File: src/tsl_cfg.svh
`ifndef TSL_CFG_SVH
`define TSL_CFG_SVH

// Clock and prescaler
`define TSL_CLK_HZ          20000000
`define TSL_TICK_MS         1
`define TSL_TICK_CYCLES     ((`TSL_CLK_HZ / 1000) * `TSL_TICK_MS)

// Emergency retry window
`define TSL_RETRY_WINDOW_S  20
`define TSL_RETRY_TRIES     2
`define TSL_RETRY_GAP_MS    ((`TSL_RETRY_WINDOW_S * 1000) / `TSL_RETRY_TRIES)

// Thresholds
`define TSL_HOT_C           8'h55
`define TSL_MOD_MAX_PCT     9'h096
`define TSL_SURGE_DV        8'h3e
`define TSL_LO_230V         9'h0c0
`define TSL_HI_230V         9'h109
`define TSL_LO_400V         9'h14c
`define TSL_HI_400V         9'h1cc

// Register offsets and fields
`define TSL_REG_CTRL        4'h0
`define TSL_REG_FLAGS       4'h4
`define TSL_REG_STATE       4'h8
`define TSL_CTRL_REM_EN     0
`define TSL_CTRL_NOM400     1
`define TSL_CTRL_FRST       2
`define TSL_CTRL_RST        2'h0

// Latched flag positions
`define TSL_F_SUM           0
`define TSL_F_FOLD          1
`define TSL_F_EXC           2
`define TSL_F_PS            3
`define TSL_F_PA            4
`define TSL_F_REFL          5
`define TSL_F_EMER          6
`define TSL_F_HOT           7
`define TSL_F_AUD           8
`define TSL_F_PH            9
`define TSL_F_BLW           12
`define TSL_F_AUX           15
`define TSL_NFLAGS          17

// Synchronised pin positions
`define TSL_P_ON            0
`define TSL_P_OFF           1
`define TSL_P_LV1           2
`define TSL_P_LV2           3
`define TSL_P_MUTE          4
`define TSL_P_FSOK          5
`define TSL_P_ILOK          6
`define TSL_P_FRST          7
`define TSL_NPINS           8

`endif

File: src/tsl_pkg.sv
package tsl_pkg;
    typedef enum logic [1:0] {ST_OFF, ST_ON, ST_EMER} tsl_state_t;
    typedef logic [1:0] tsl_level_t;
endpackage

File: src/tsl_sync.sv
`timescale 1ns/1ps
`default_nettype none
`include "tsl_cfg.svh"

module tsl_sync #(
    parameter int unsigned WIDTH = `TSL_NPINS
) (
    // Clock and reset
    input  wire logic             mclk_in,
    input  wire logic             nrst_in,
    // Pins and clean levels
    input  wire logic [WIDTH-1:0] pin_in,
    output logic      [WIDTH-1:0] clean_out
);
    logic [WIDTH-1:0] s1_q, s2_q, s3_q, clean_q, clean_d;

    // A level counts only once stages two and three agree
    genvar i;
    for (i = 0; i < WIDTH; i++) begin : g_bit
        assign clean_d[i] = (s2_q[i] == s3_q[i]) ? s3_q[i] : clean_q[i];
    end

    // Stage one feeds stage two only
    always_ff @(posedge mclk_in or negedge nrst_in) begin
        if (!nrst_in) begin
            s1_q    <= '0;
            s2_q    <= '0;
            s3_q    <= '0;
            clean_q <= '0;
        end else begin
            s1_q    <= pin_in;
            s2_q    <= s1_q;
            s3_q    <= s2_q;
            clean_q <= clean_d;
        end
    end

    assign clean_out = clean_q;
endmodule // tsl_sync

`default_nettype wire

File: src/tsl_top.sv
// Added by the designer: the placing of the registers and strobed register access.
`timescale 1ns/1ps
`default_nettype none
`include "tsl_cfg.svh"

module tsl_top #(
    parameter int unsigned TICK_CYCLES  = `TSL_TICK_CYCLES,
    parameter int unsigned RETRY_GAP_MS = `TSL_RETRY_GAP_MS
) (
    // Clock and reset
    input  wire logic             mclk_in,
    input  wire logic             nrst_in,
    // Register port
    input  wire logic [3:0]       addr_in,
    input  wire logic [31:0]      wr_data_in,
    input  wire logic             wr_in,
    input  wire logic             rd_in,
    output logic      [31:0]      rd_data_out,
    // Command pins, active high
    input  wire logic             front_on_in,
    input  wire logic             front_off_in,
    input  wire logic             remote_lvl1_in,
    input  wire logic             remote_lvl2_in,
    input  wire logic             mute_in,
    input  wire logic             failsafe_ok_in,
    input  wire logic             interlock_ok_in,
    input  wire logic             fault_reset_in,
    // Sensing logic on this clock
    input  wire logic             foldback_req_in,
    input  wire logic             exciter_reduce_in,
    input  wire logic [31:0]      ps_fault_in,
    input  wire logic [31:0]      pa_fault_in,
    input  wire logic             refl_gradual_in,
    input  wire logic             refl_emer_in,
    input  wire logic [7:0]       heatsink_max_in,
    input  wire logic [8:0]       mod_pct_in,
    input  wire logic             adc_clip_in,
    input  wire logic [2:0][8:0]  phase_v_in,
    input  wire logic [2:0]       blower_idle_in,
    input  wire logic [7:0]       surge_dv_in,
    input  wire logic [31:0]      pa_manual_off_in,
    input  wire logic [31:0]      ps_manual_off_in,
    input  wire logic [1:0]       aux_fault_in,
    // Status terminals
    output logic                  level_one_indicator_out,
    output logic                  level_two_indicator_out,
    output logic                  off_ind_out,
    output logic                  mute_ind_out,
    output logic                  failsafe_ind_out,
    output logic                  interlock_ind_out,
    output logic                  fault_summary_out,
    output logic                  power_reduction_flag_out,
    output logic                  exciter_fault_flag_out,
    output logic                  supply_module_fault_flag_out,
    output logic                  amplifier_fault_flag_out,
    output logic                  high_reflection_flag_out,
    output logic                  output_short_open_flag_out,
    output logic                  heatsink_hot_flag_out,
    output logic                  audio_overload_flag_out,
    output logic      [2:0]       phase_flag_out,
    output logic      [2:0]       blower_flag_out,
    output logic                  surge_indicator_out,
    output logic                  module_service_indicator_out,
    output logic                  aux_supply_a_flag_out,
    output logic                  aux_supply_b_flag_out,
    // Transmitter control
    output logic                  tx_on_out,
    output logic                  rf_zero_out,
    output logic                  rf_reduce_out,
    output logic      [1:0]       rf_level_out
);
    import tsl_pkg::*;

    logic [`TSL_NPINS-1:0]  pin_s, prev_q;
    logic [`TSL_NFLAGS-1:0] flags_q, flags_d, set_v;
    logic [1:0]             ctrl_q, ctrl_d;
    logic [31:0]            rd_q, rd_d;
    tsl_state_t             st_q, st_d;
    tsl_level_t             lvl_q, lvl_d;
    logic [1:0]             tries_q, tries_d;
    logic [14:0]            tick_q, tick_d;
    logic [13:0]            gap_q, gap_d;
    logic [10:0]            ind_q, ind_d;
    logic                   tick, on_cmd, off_cmd, turn_on, flt_clr;
    logic                   soft_rst, lv1_rise, lv2_rise, nom400;

    // Command pins cross into the clock domain
    tsl_sync #(.WIDTH(`TSL_NPINS)) u_sync (
        .mclk_in   (mclk_in),
        .nrst_in   (nrst_in),
        .pin_in    ({fault_reset_in, interlock_ok_in, failsafe_ok_in, mute_in,
                     remote_lvl2_in, remote_lvl1_in, front_off_in, front_on_in}),
        .clean_out (pin_s)
    );

    // Button and remote commands act on rising edges, interlock loss as a level; remote levels need remote enable
    assign lv1_rise = pin_s[`TSL_P_LV1] & ~prev_q[`TSL_P_LV1] & ctrl_q[`TSL_CTRL_REM_EN];
    assign lv2_rise = pin_s[`TSL_P_LV2] & ~prev_q[`TSL_P_LV2] & ctrl_q[`TSL_CTRL_REM_EN];
    assign on_cmd   = (pin_s[`TSL_P_ON] & ~prev_q[`TSL_P_ON]) | lv1_rise | lv2_rise;
    assign off_cmd  = (pin_s[`TSL_P_OFF] & ~prev_q[`TSL_P_OFF])
                    | ~pin_s[`TSL_P_ILOK];
    assign nom400   = ctrl_q[`TSL_CTRL_NOM400];
    // Reset pin is taken on its edge; its 50 ms width is the remote's job
    assign soft_rst = wr_in && (addr_in == `TSL_REG_CTRL) && wr_data_in[`TSL_CTRL_FRST];
    assign flt_clr  = (pin_s[`TSL_P_FRST] & ~prev_q[`TSL_P_FRST] & ctrl_q[`TSL_CTRL_REM_EN])
                    | soft_rst | turn_on;
    assign tick     = (tick_q == 15'(TICK_CYCLES - 1));

    // Prescaler gives a millisecond tick for the retry spacing
    always_comb begin
        tick_d = tick ? 15'h0000 : tick_q + 15'h0001;
    end

    // On/off sequencing, level memory and emergency retries
    always_comb begin
        st_d    = st_q;
        lvl_d   = lvl_q;
        tries_d = tries_q;
        gap_d   = gap_q;
        turn_on = 1'b0;
        if (lv1_rise) begin
            lvl_d = 2'h1;
        end else if (lv2_rise) begin
            lvl_d = 2'h2;
        end
        case (st_q)
            ST_OFF: begin
                if (on_cmd && pin_s[`TSL_P_ILOK]) begin
                    st_d    = ST_ON;
                    turn_on = 1'b1;
                    tries_d = 2'h0;
                end
            end
            ST_ON: begin
                if (off_cmd) begin
                    st_d = ST_OFF;
                end else if (refl_emer_in) begin
                    gap_d = 14'h0000;
                    st_d  = (tries_q == 2'(`TSL_RETRY_TRIES)) ? ST_OFF : ST_EMER;
                end
            end
            ST_EMER: begin
                if (off_cmd) begin
                    st_d = ST_OFF;
                end else if (gap_q == 14'(RETRY_GAP_MS)) begin
                    st_d    = ST_ON;
                    tries_d = tries_q + 2'h1;
                end else if (tick) begin
                    gap_d = gap_q + 14'h0001;
                end
            end
            default: begin
                st_d = ST_OFF;
            end
        endcase
    end

    // Fault causes; the summary takes any of them
    always_comb begin
        set_v = '0;
        set_v[`TSL_F_FOLD] = foldback_req_in | refl_gradual_in | exciter_reduce_in;
        set_v[`TSL_F_EXC]  = exciter_reduce_in;
        set_v[`TSL_F_PS]   = |ps_fault_in;
        set_v[`TSL_F_PA]   = |pa_fault_in;
        set_v[`TSL_F_REFL] = refl_gradual_in;
        set_v[`TSL_F_EMER] = refl_emer_in;
        set_v[`TSL_F_HOT]  = heatsink_max_in > `TSL_HOT_C;
        set_v[`TSL_F_AUD]  = (mod_pct_in > `TSL_MOD_MAX_PCT) | adc_clip_in;
        for (int p = 0; p < 3; p++) begin
            set_v[`TSL_F_PH + p] = nom400 ?
                ((phase_v_in[p] < `TSL_LO_400V) || (phase_v_in[p] > `TSL_HI_400V)) :
                ((phase_v_in[p] < `TSL_LO_230V) || (phase_v_in[p] > `TSL_HI_230V));
        end
        set_v[`TSL_F_BLW +: 3] = blower_idle_in;
        set_v[`TSL_F_AUX +: 2] = aux_fault_in;
        set_v[`TSL_F_SUM]      = |set_v[`TSL_NFLAGS-1:1];
    end

    // Each latch: a new cause wins over a clear in the same cycle
    genvar f;
    for (f = 0; f < `TSL_NFLAGS; f++) begin : g_flag
        assign flags_d[f] = set_v[f] | (flags_q[f] & ~flt_clr);
    end

    // Indicators, unlatched except RF reduce from the reflection latch, registered so terminals never glitch
    always_comb begin
        ind_d    = '0;
        ind_d[0] = (st_q == ST_ON) && (lvl_q == 2'h1);
        ind_d[1] = (st_q == ST_ON) && (lvl_q == 2'h2);
        ind_d[2] = (st_q == ST_OFF);
        ind_d[3] = pin_s[`TSL_P_MUTE];
        ind_d[4] = ~pin_s[`TSL_P_FSOK];
        ind_d[5] = ~pin_s[`TSL_P_ILOK];
        ind_d[6] = surge_dv_in > `TSL_SURGE_DV;
        ind_d[7] = (st_q != ST_OFF) && |{pa_manual_off_in, ps_manual_off_in};
        // Mute and failsafe only zero RF; level memory is kept
        ind_d[8] = (st_q != ST_ON) | pin_s[`TSL_P_MUTE] | ~pin_s[`TSL_P_FSOK];
        ind_d[9] = flags_q[`TSL_F_REFL];
        ind_d[10] = (st_d == ST_ON);
    end

    // Register port: write control, read back state and flags
    always_comb begin
        ctrl_d = ctrl_q;
        rd_d   = 32'h0000_0000;
        if (wr_in && (addr_in == `TSL_REG_CTRL)) begin
            ctrl_d = wr_data_in[1:0];
        end
        if (rd_in) begin
            case (addr_in)
                `TSL_REG_CTRL:  rd_d = {30'h0, ctrl_q};
                `TSL_REG_FLAGS: rd_d = {15'h0, flags_q};
                `TSL_REG_STATE: rd_d = {26'h0, tries_q, lvl_q, st_q};
                default:        rd_d = 32'h0000_0000;
            endcase
        end
    end

    // State registers; power-on reset clears every latch
    always_ff @(posedge mclk_in or negedge nrst_in) begin
        if (!nrst_in) begin
            prev_q  <= '0;
            flags_q <= '0;
            ctrl_q  <= `TSL_CTRL_RST;
            rd_q    <= 32'h0000_0000;
            st_q    <= ST_OFF;
            lvl_q   <= 2'h1;
            tries_q <= 2'h0;
            tick_q  <= 15'h0000;
            gap_q   <= 14'h0000;
            ind_q   <= 11'h004;
        end else begin
            prev_q  <= pin_s;
            flags_q <= flags_d;
            ctrl_q  <= ctrl_d;
            rd_q    <= rd_d;
            st_q    <= st_d;
            lvl_q   <= lvl_d;
            tries_q <= tries_d;
            tick_q  <= tick_d;
            gap_q   <= gap_d;
            ind_q   <= ind_d;
        end
    end

    // Outputs straight from flops
    assign rd_data_out                  = rd_q;
    assign level_one_indicator_out      = ind_q[0];
    assign level_two_indicator_out      = ind_q[1];
    assign off_ind_out                  = ind_q[2];
    assign mute_ind_out                 = ind_q[3];
    assign failsafe_ind_out             = ind_q[4];
    assign interlock_ind_out            = ind_q[5];
    assign surge_indicator_out          = ind_q[6];
    assign module_service_indicator_out = ind_q[7];
    assign rf_zero_out                  = ind_q[8];
    assign rf_reduce_out                = ind_q[9];
    assign fault_summary_out            = flags_q[`TSL_F_SUM];
    assign power_reduction_flag_out     = flags_q[`TSL_F_FOLD];
    assign exciter_fault_flag_out       = flags_q[`TSL_F_EXC];
    assign supply_module_fault_flag_out = flags_q[`TSL_F_PS];
    assign amplifier_fault_flag_out     = flags_q[`TSL_F_PA];
    assign high_reflection_flag_out     = flags_q[`TSL_F_REFL];
    assign output_short_open_flag_out   = flags_q[`TSL_F_EMER];
    assign heatsink_hot_flag_out        = flags_q[`TSL_F_HOT];
    assign audio_overload_flag_out      = flags_q[`TSL_F_AUD];
    assign phase_flag_out               = flags_q[`TSL_F_PH +: 3];
    assign blower_flag_out              = flags_q[`TSL_F_BLW +: 3];
    assign aux_supply_a_flag_out        = flags_q[`TSL_F_AUX];
    assign aux_supply_b_flag_out        = flags_q[`TSL_F_AUX + 1];
    assign tx_on_out                    = ind_q[10];
    assign rf_level_out                 = lvl_q;
endmodule // tsl_top

`default_nettype wire

File: config.mk
export PLATFORM = sky130hd
export DESIGN_NAME = tsl_top
export DESIGN_NICKNAME = d
export VERILOG_FILES = /design/src/tsl_pkg.sv /design/src/tsl_sync.sv /design/src/tsl_top.sv
export VERILOG_INCLUDE_DIRS = /design/src
export SDC_FILE = /design/constraint.sdc
export NUM_CORES = 1
export LEC_CHECK = 0
export BUFFER_PORTS_ARGS = -buffer_cell sky130_fd_sc_hd__clkbuf_2
export CAP_MARGIN = 20
export CELL_PAD_IN_SITES_DETAIL_PLACEMENT = 1
export CELL_PAD_IN_SITES_GLOBAL_PLACEMENT = 2
export CORE_UTILIZATION = 25
export DETAILED_ROUTE_END_ITERATION = 8
export PLACE_DENSITY_LB_ADDON = 0.1
export SLEW_MARGIN = 20
export SYNTH_ARGS = -nofsm -noshare
export SYNTH_HDL_FRONTEND = slang
export SYNTH_SLANG_ARGS = --single-unit
File: constraint.sdc
create_clock -name mclk_in -period 2.58 [get_ports mclk_in]
set_input_delay 0.258 -clock mclk_in [delete_from_list [all_inputs] [get_ports mclk_in]]
set_output_delay 0.258 -clock mclk_in [all_outputs]
set_load 0.03 [all_outputs]
* Word level (Yosys, flattened, before mapping)
Cells that the tools add are included.
W data, S select, Z words.
** Operators by class
- Add/sub/neg operators :: 3
- Multiply operators :: 0
- Divide/modulo/power cells :: 0
- $lt $le $gt $ge :: 15
- Equality and inequality tests :: 26
- Shifts and indexed selects :: 0
- Mux-type cells :: 27
- Bitwise gates (word level) :: 60
- Reduce and logical (&&, ||, !) cells :: 24
** Operators with widths (number)
- $reduce_or A78 Y1 :: 1
- $mux W14 :: 5
- $reduce_or A32 Y1 :: 2
- $reduce_or A64 Y1 :: 1
- $gt A9 B9 Y1 const B :: 6
- $pmux W17 S3 :: 1
- $pmux W14 S2 :: 1
- $lt A9 B8 Y1 const B :: 3
- $lt A9 B9 Y1 const B :: 3
- $or A1 B1 Y1 :: 27
- $and A1 B1 Y1 :: 25
- $mux W2 :: 11
- $mux W17 :: 1
- $add A15 B1 Y15 const B :: 1
- $eq A15 B15 Y1 const B :: 1
- $mux W15 :: 1
- $add A14 B1 Y14 const B :: 1
- $eq A14 B14 Y1 const B :: 1
- $ne A2 B2 Y1 const B :: 6
- $gt A9 B8 Y1 const B :: 1
- $eq A1 B1 Y1 :: 8
- $gt A8 B6 Y1 const B :: 1
- $gt A8 B7 Y1 const B :: 1
- $not A1 Y1 :: 8
- 16 further kinds :: 38
** Word-level totals
- Register bits after elaboration :: 137
- Latch bits :: 0
- Memory bits (writable) :: 0
- ROM bits :: 0
- Input port bits :: 238
- Output and inout bits :: 62
- Word-level logic and storage cells :: 176
- Memories kept :: 0

* Longest topological paths before layout
- Depth after elaboration :: 12
- Depth in mapped cells :: 8
- Mapped depth without buffers :: 7

* Modules after synthesis
A second synthesis with hierarchy kept.
** Unflattened totals
- Cells, all modules :: 459
- Area, all modules :: 5121.2 um^2
** By module, submodules not included
- tsl_top :: instances 1, cells each 419, area each 4230.3 um^2, seq. area each 2179.6 um^2
- tsl_sync :: instances 1, cells each 40, area each 890.9 um^2, seq. area each 800.8 um^2

* Least setup slack after synthesis
OpenSTA, ideal clock, no wires.
- Kind :: input to register
- Start point :: input port pa_fault_in[26]
- End point :: register flags_q[0]
- Setup time :: 0.139 ns
- Arrival time :: 2.034 ns
- Required time :: 2.441 ns
- Slack :: 0.408 ns
- Stages on the path :: 5
- Path buffers :: 0
- Path through :: nor4_1 -> nand4_1 -> or4_1 -> or4_1 -> or4_1
** Between the ends
- Cells in the longest elaborated chain, start to end :: 2
** RTL lines
- start, declared :: line tsl_top.sv:32 : input wire logic [31:0] pa_fault_in,
- $reduce_or A78 Y1 :: line tsl_top.sv:176 : set_v[`TSL_F_SUM] = |set_v[`TSL_NFLAGS-1:1];
- $or A1 B1 Y1 :: line tsl_top.sv:182 : assign flags_d[f] = set_v[f] | (flags_q[f] & ~flt_clr);
- via flags_d[0] :: line tsl_top.sv:75 : logic [`TSL_NFLAGS-1:0] flags_q, flags_d, set_v;
- end signal, assigned :: line tsl_top.sv:234 : flags_q <= flags_d;
- end, declared :: line tsl_top.sv:75
The timed path passes the listed nets, and every way through them passes these cells.
A chain may end at the register's enable or synchronous reset.

* Worst setup path after layout
- Start point :: register tick_q[7]
- End point :: register gap_q[9]
** Between the ends
- Cells in the longest elaborated chain, start to end :: 3
** RTL lines
- start, declared :: line tsl_top.sv:81 : logic [14:0] tick_q, tick_d;
- start signal, assigned :: line tsl_top.sv:240 : tick_q <= tick_d;
- $eq A15 B15 Y1 :: line tsl_top.sv:107 : assign tick = (tick_q == 15'(TICK_CYCLES - 1));
- $ne A2 B2 Y1 (no source line)
- $reduce_and A6 Y1 (no source line)
- end signal, assigned :: line tsl_top.sv:241 : gap_q <= gap_d;
- end, declared :: line tsl_top.sv:82 : logic [13:0] gap_q, gap_d;
No other way between the ends.

==> run summary <==
The run finished with clean final reports. The H-tree depth reported by CTS is 4. In the routed design, unresolved DRC markers number 0. The total negative slack is 0 ns. The number of buffers created by CTS is 17.

The first global-routing pass estimated about 26,000 um of wire. The largest driver fanout on the critical path is 7. The most used flip-flop cell after synthesis is sky130_fd_sc_hd__dfrtp_1.

The number of standard cells in the layout, taps in and fillers out came out at 1,034. In this run the core area contains 52 standard-cell rows. The critical path is of the flop to flop type. The number of maximum-capacitance constraint violations came out at 0.

The routed via count divided by cell count is 4.59. The total via count after detailed routing is approximately 4.7k. The mean post-synth cell area came out at ~11 sq um. The actual slew at the worst max-slew pin is about 0.63 ns.

Setup repair after global routing left no endpoint under its margin. TritonCTS built the clock tree. The final total power came out at around 0.0057 W.

The clock-pin slew of the registers on the worst-case setup and hold paths is 0.05 ns. The library cells used most frequently in the layout, excluding fill and tap cells, are sky130_fd_sc_hd__clkbuf_2, sky130_fd_sc_hd__dfrtp_1, sky130_fd_sc_hd__nor2_1, sky130_fd_sc_hd__nor4_1, sky130_fd_sc_hd__nand2_1. The post-CTS resize count is 0. Relative to the synthesized area, the layout overhead comes to 46.8%. The worst setup path is captured at a flop. The number of antenna diodes in the final layout is 0. The minimum period implied by the final worst setup slack came out at about 2.4 ns. The overflow left after global routing came out at 0.

The number of filler cells placed in the layout is roughly 2.4k. The layout cell share with drive strength beyond 1 came out at 0.403. The number of DRC violations after detailed-routing iteration 0 came out at approximately 140.

The combined global-route utilization of all metal layers is 0.162. The number of buffer cells added on primary ports came out at ~250. The source-to-sink clock delay at the later pin of the worst-skew pair came out at 0.41 ns. The count of endpoints failing hold in the final timing report is 0. In this run the remaining antenna-violating nets after routing total 0. The number of unique standard cell types used by synthesis is 51.

The initial antenna violation count came to 0. In this run the clock root is driven by a sky130_fd_sc_hd__clkbuf_16. For this run, global-route usage on met3 was measured as 0.0437. Leaving out fill and tap cells, the most frequent cell in the layout is sky130_fd_sc_hd__clkbuf_2.

The clock skew is 0.00663 ns. The die width is ~150 um. Setup violations remaining at the end of the flow were counted as 0. The congestion estimate from routability-driven global placement came to roughly 0.84. The total leakage power is between 3 and 4 nW.

The worst path required time came out at 2.93 ns. Once detailed placement completed, the half-perimeter wirelength came to roughly 13,000 um. STA classifies the critical path startpoint as a flop.

The met2 usage in global routing came out at 0.292. The number of global-route vias before repair came out at around 5.0k. The number of iterations in the first detailed-routing pass came out at 4.

The highest clock frequency the design can meet is between 0.4 and 0.5 GHz. The average wire per cell in the routed design came out at about 16 um. The number of instances in the placed design came out at about 1,000. Measured against its own limit, the worst slew margin works out to 0.582. In this run the worst hold path is classified as input port to flop. The final critical-path share of the clock period came out at 0.914. In this run the deepest clock path goes through 2 buffers.

The worst-case IR drop observed on VDD is ~0.47 mV. The synthesized netlist cell count came out at roughly 460. The standard cell core area came out at slightly above 20,000 sq um. The count of pins over their slew limit is 0.

After global routing, the most crowded layer is met2. Counting flops with a built-in enable in the synthesized netlist gives 0. 300 I/O pins were placed. Dividing total power by cell area gives a power density of roughly 760 nW/um^2. The fraction of the yosys area taken by sequential cells came out at 0.582. Entering global routing, the biggest net connects 44 pins. The die span in y came out at around 150 um.

The async set or reset register ratio after synthesis came out at 1.00. The met1 routing resource usage after global routing came out at 0.180. The worst path arrival time is around 2.7 ns. The synthesized netlist occupies a cell area of slightly above 5000 sq um. The overall die area came out at roughly 21,000 sq um. The number of nets in the finished design came out at roughly 990. The initial standard-cell utilization of the core is 0.254. The number of synthesis warnings came out at 0. The final routed wirelength across all metal layers came out at about 17,000 um. The number of storage elements in the synthesis netlist came out at between 100 and 150. The clock sink total is 119.
==> per-stage QoR <==
step           setup slack (ns)   util  hold slack [ns]  area (sq um)
2_1_floorplan             0.408      -          -0.0376          5180
3_3_place_gp             -0.170  0.335            0.304          6760
3_5_place_dp             -0.154  0.335            0.324          6760
4_1_cts                  0.0464  0.373           0.0173          7520
5_1_grt                  0.0733  0.373           0.0287          7520
6_report                  0.222  0.373           0.0432          7520
==> power breakdown <==
part	internal, W	total (W)	switching, W
registers	0.00207	0.00225	0.000185
clock network	0.00186	0.00267	0.000813
logic	0.000334	0.000820	0.000486
==> what timing repair did <==
action / 4_1_cts / 5_1_grt
hold buffers: 9 / 0
setup buffers: 0 / 1
hold endpoints to repair: 46 / 0
setup endpoints to repair: 0 / 5
==> state kept, by name, indices dropped and copies added, names as in the netlist <==
signal,flops
rd_data_out,17
tick_q,15
prev_q,5
u_sync.s2_q,8
u_sync.s3_q,8
ind_q,11
rf_level_out,2
u_sync.clean_out,8
tries_q,2
ctrl_q,2
gap_q,14
flags_q,17
st_q,2
u_sync.s1_q,8
==> worst paths after layout <==
kind                                   start        endpoint  slack [ns]  cells after the start
setup / recovery                   tick_q[7]        gap_q[9]        0.22                      6
hold reg to reg               u_sync.s1_q[1]  u_sync.s2_q[1]        0.35                      0
max in group asynchronous            nrst_in        ind_q[2]        1.49                      3
min in group asynchronous            nrst_in       tick_q[0]        0.41                      2
hold / removal             blower_idle_in[0]     flags_q[12]        0.04                      2
setup reg to reg                   tick_q[7]        gap_q[9]        0.22                      6
==> worst max-delay path, stage by stage, from the launching register on <==
cell and delay (ns):
sky130_fd_sc_hd__dfrtp_1 0.41, sky130_fd_sc_hd__or4_1 0.60, sky130_fd_sc_hd__nor4_1 0.42, sky130_fd_sc_hd__nand4_1 0.14
sky130_fd_sc_hd__buf_4 0.18, sky130_fd_sc_hd__or4_1 0.47, sky130_fd_sc_hd__nand2_1 0.08
==> metal layers <==
layer  share of wire  up-vias
li1                -     2271
met1            0.40     2294
met2            0.52      159
met3           0.055       19
met4           0.019        0
met5               0        -
==> final cells by class <==
| class | instances | area (sq um) | area share |
|---|---|---|---|
| repair buffers | 277 | 1480 | 0.197 |
| clock inverters | 9 | 195 | 0.0259 |
| clock buffers | 23 | 468 | 0.0622 |
| inverters | 9 | 33.8 | 0.00449 |
| well taps | 270 | 338 | 0.0449 |
| flip-flops and latches | 119 | 2980 | 0.396 |
| multi-input cells | 327 | 2030 | 0.269 |
==> kinds of logic after synthesis <==
logic type	count (synthesis)	synth area share
other cells	1	0.000732
flops	119	0.582
mux	7	0.0149
buf+inv	30	0.0330
fa+ha+maj	12	0.0254
compound gates	72	0.0991
simple gates	208	0.223
xor+xnor	13	0.0222
==> cell usage after synthesis (all sizes together), types with 4 or more instances <==
cell | instances | area [sq um]
xnor2 | 6 | 52.6
a21o | 13 | 97.6
and3 | 8 | 50.1
xor2 | 7 | 61.3
and2 | 12 | 75.1
a22oi | 4 | 30.0
dfrtp | 117 | 2930
a211o | 6 | 53.8
a21oi | 10 | 50.1
nor4 | 41 | 269
nand2 | 31 | 116
maj3 | 8 | 80.1
buf | 15 | 113
nor2b | 5 | 31.3
ha | 4 | 50.1
o211ai | 10 | 75.1
clkbuf | 6 | 22.5
mux2 | 5 | 56.3
nor2 | 39 | 146
o21ai | 11 | 55.1
or4 | 11 | 82.6
nand4 | 17 | 106
nand3 | 19 | 95.1
or3 | 4 | 25.0
nor3 | 7 | 35.0
inv | 9 | 33.8
No activity file was read; power rests on OpenSTA's default activity.
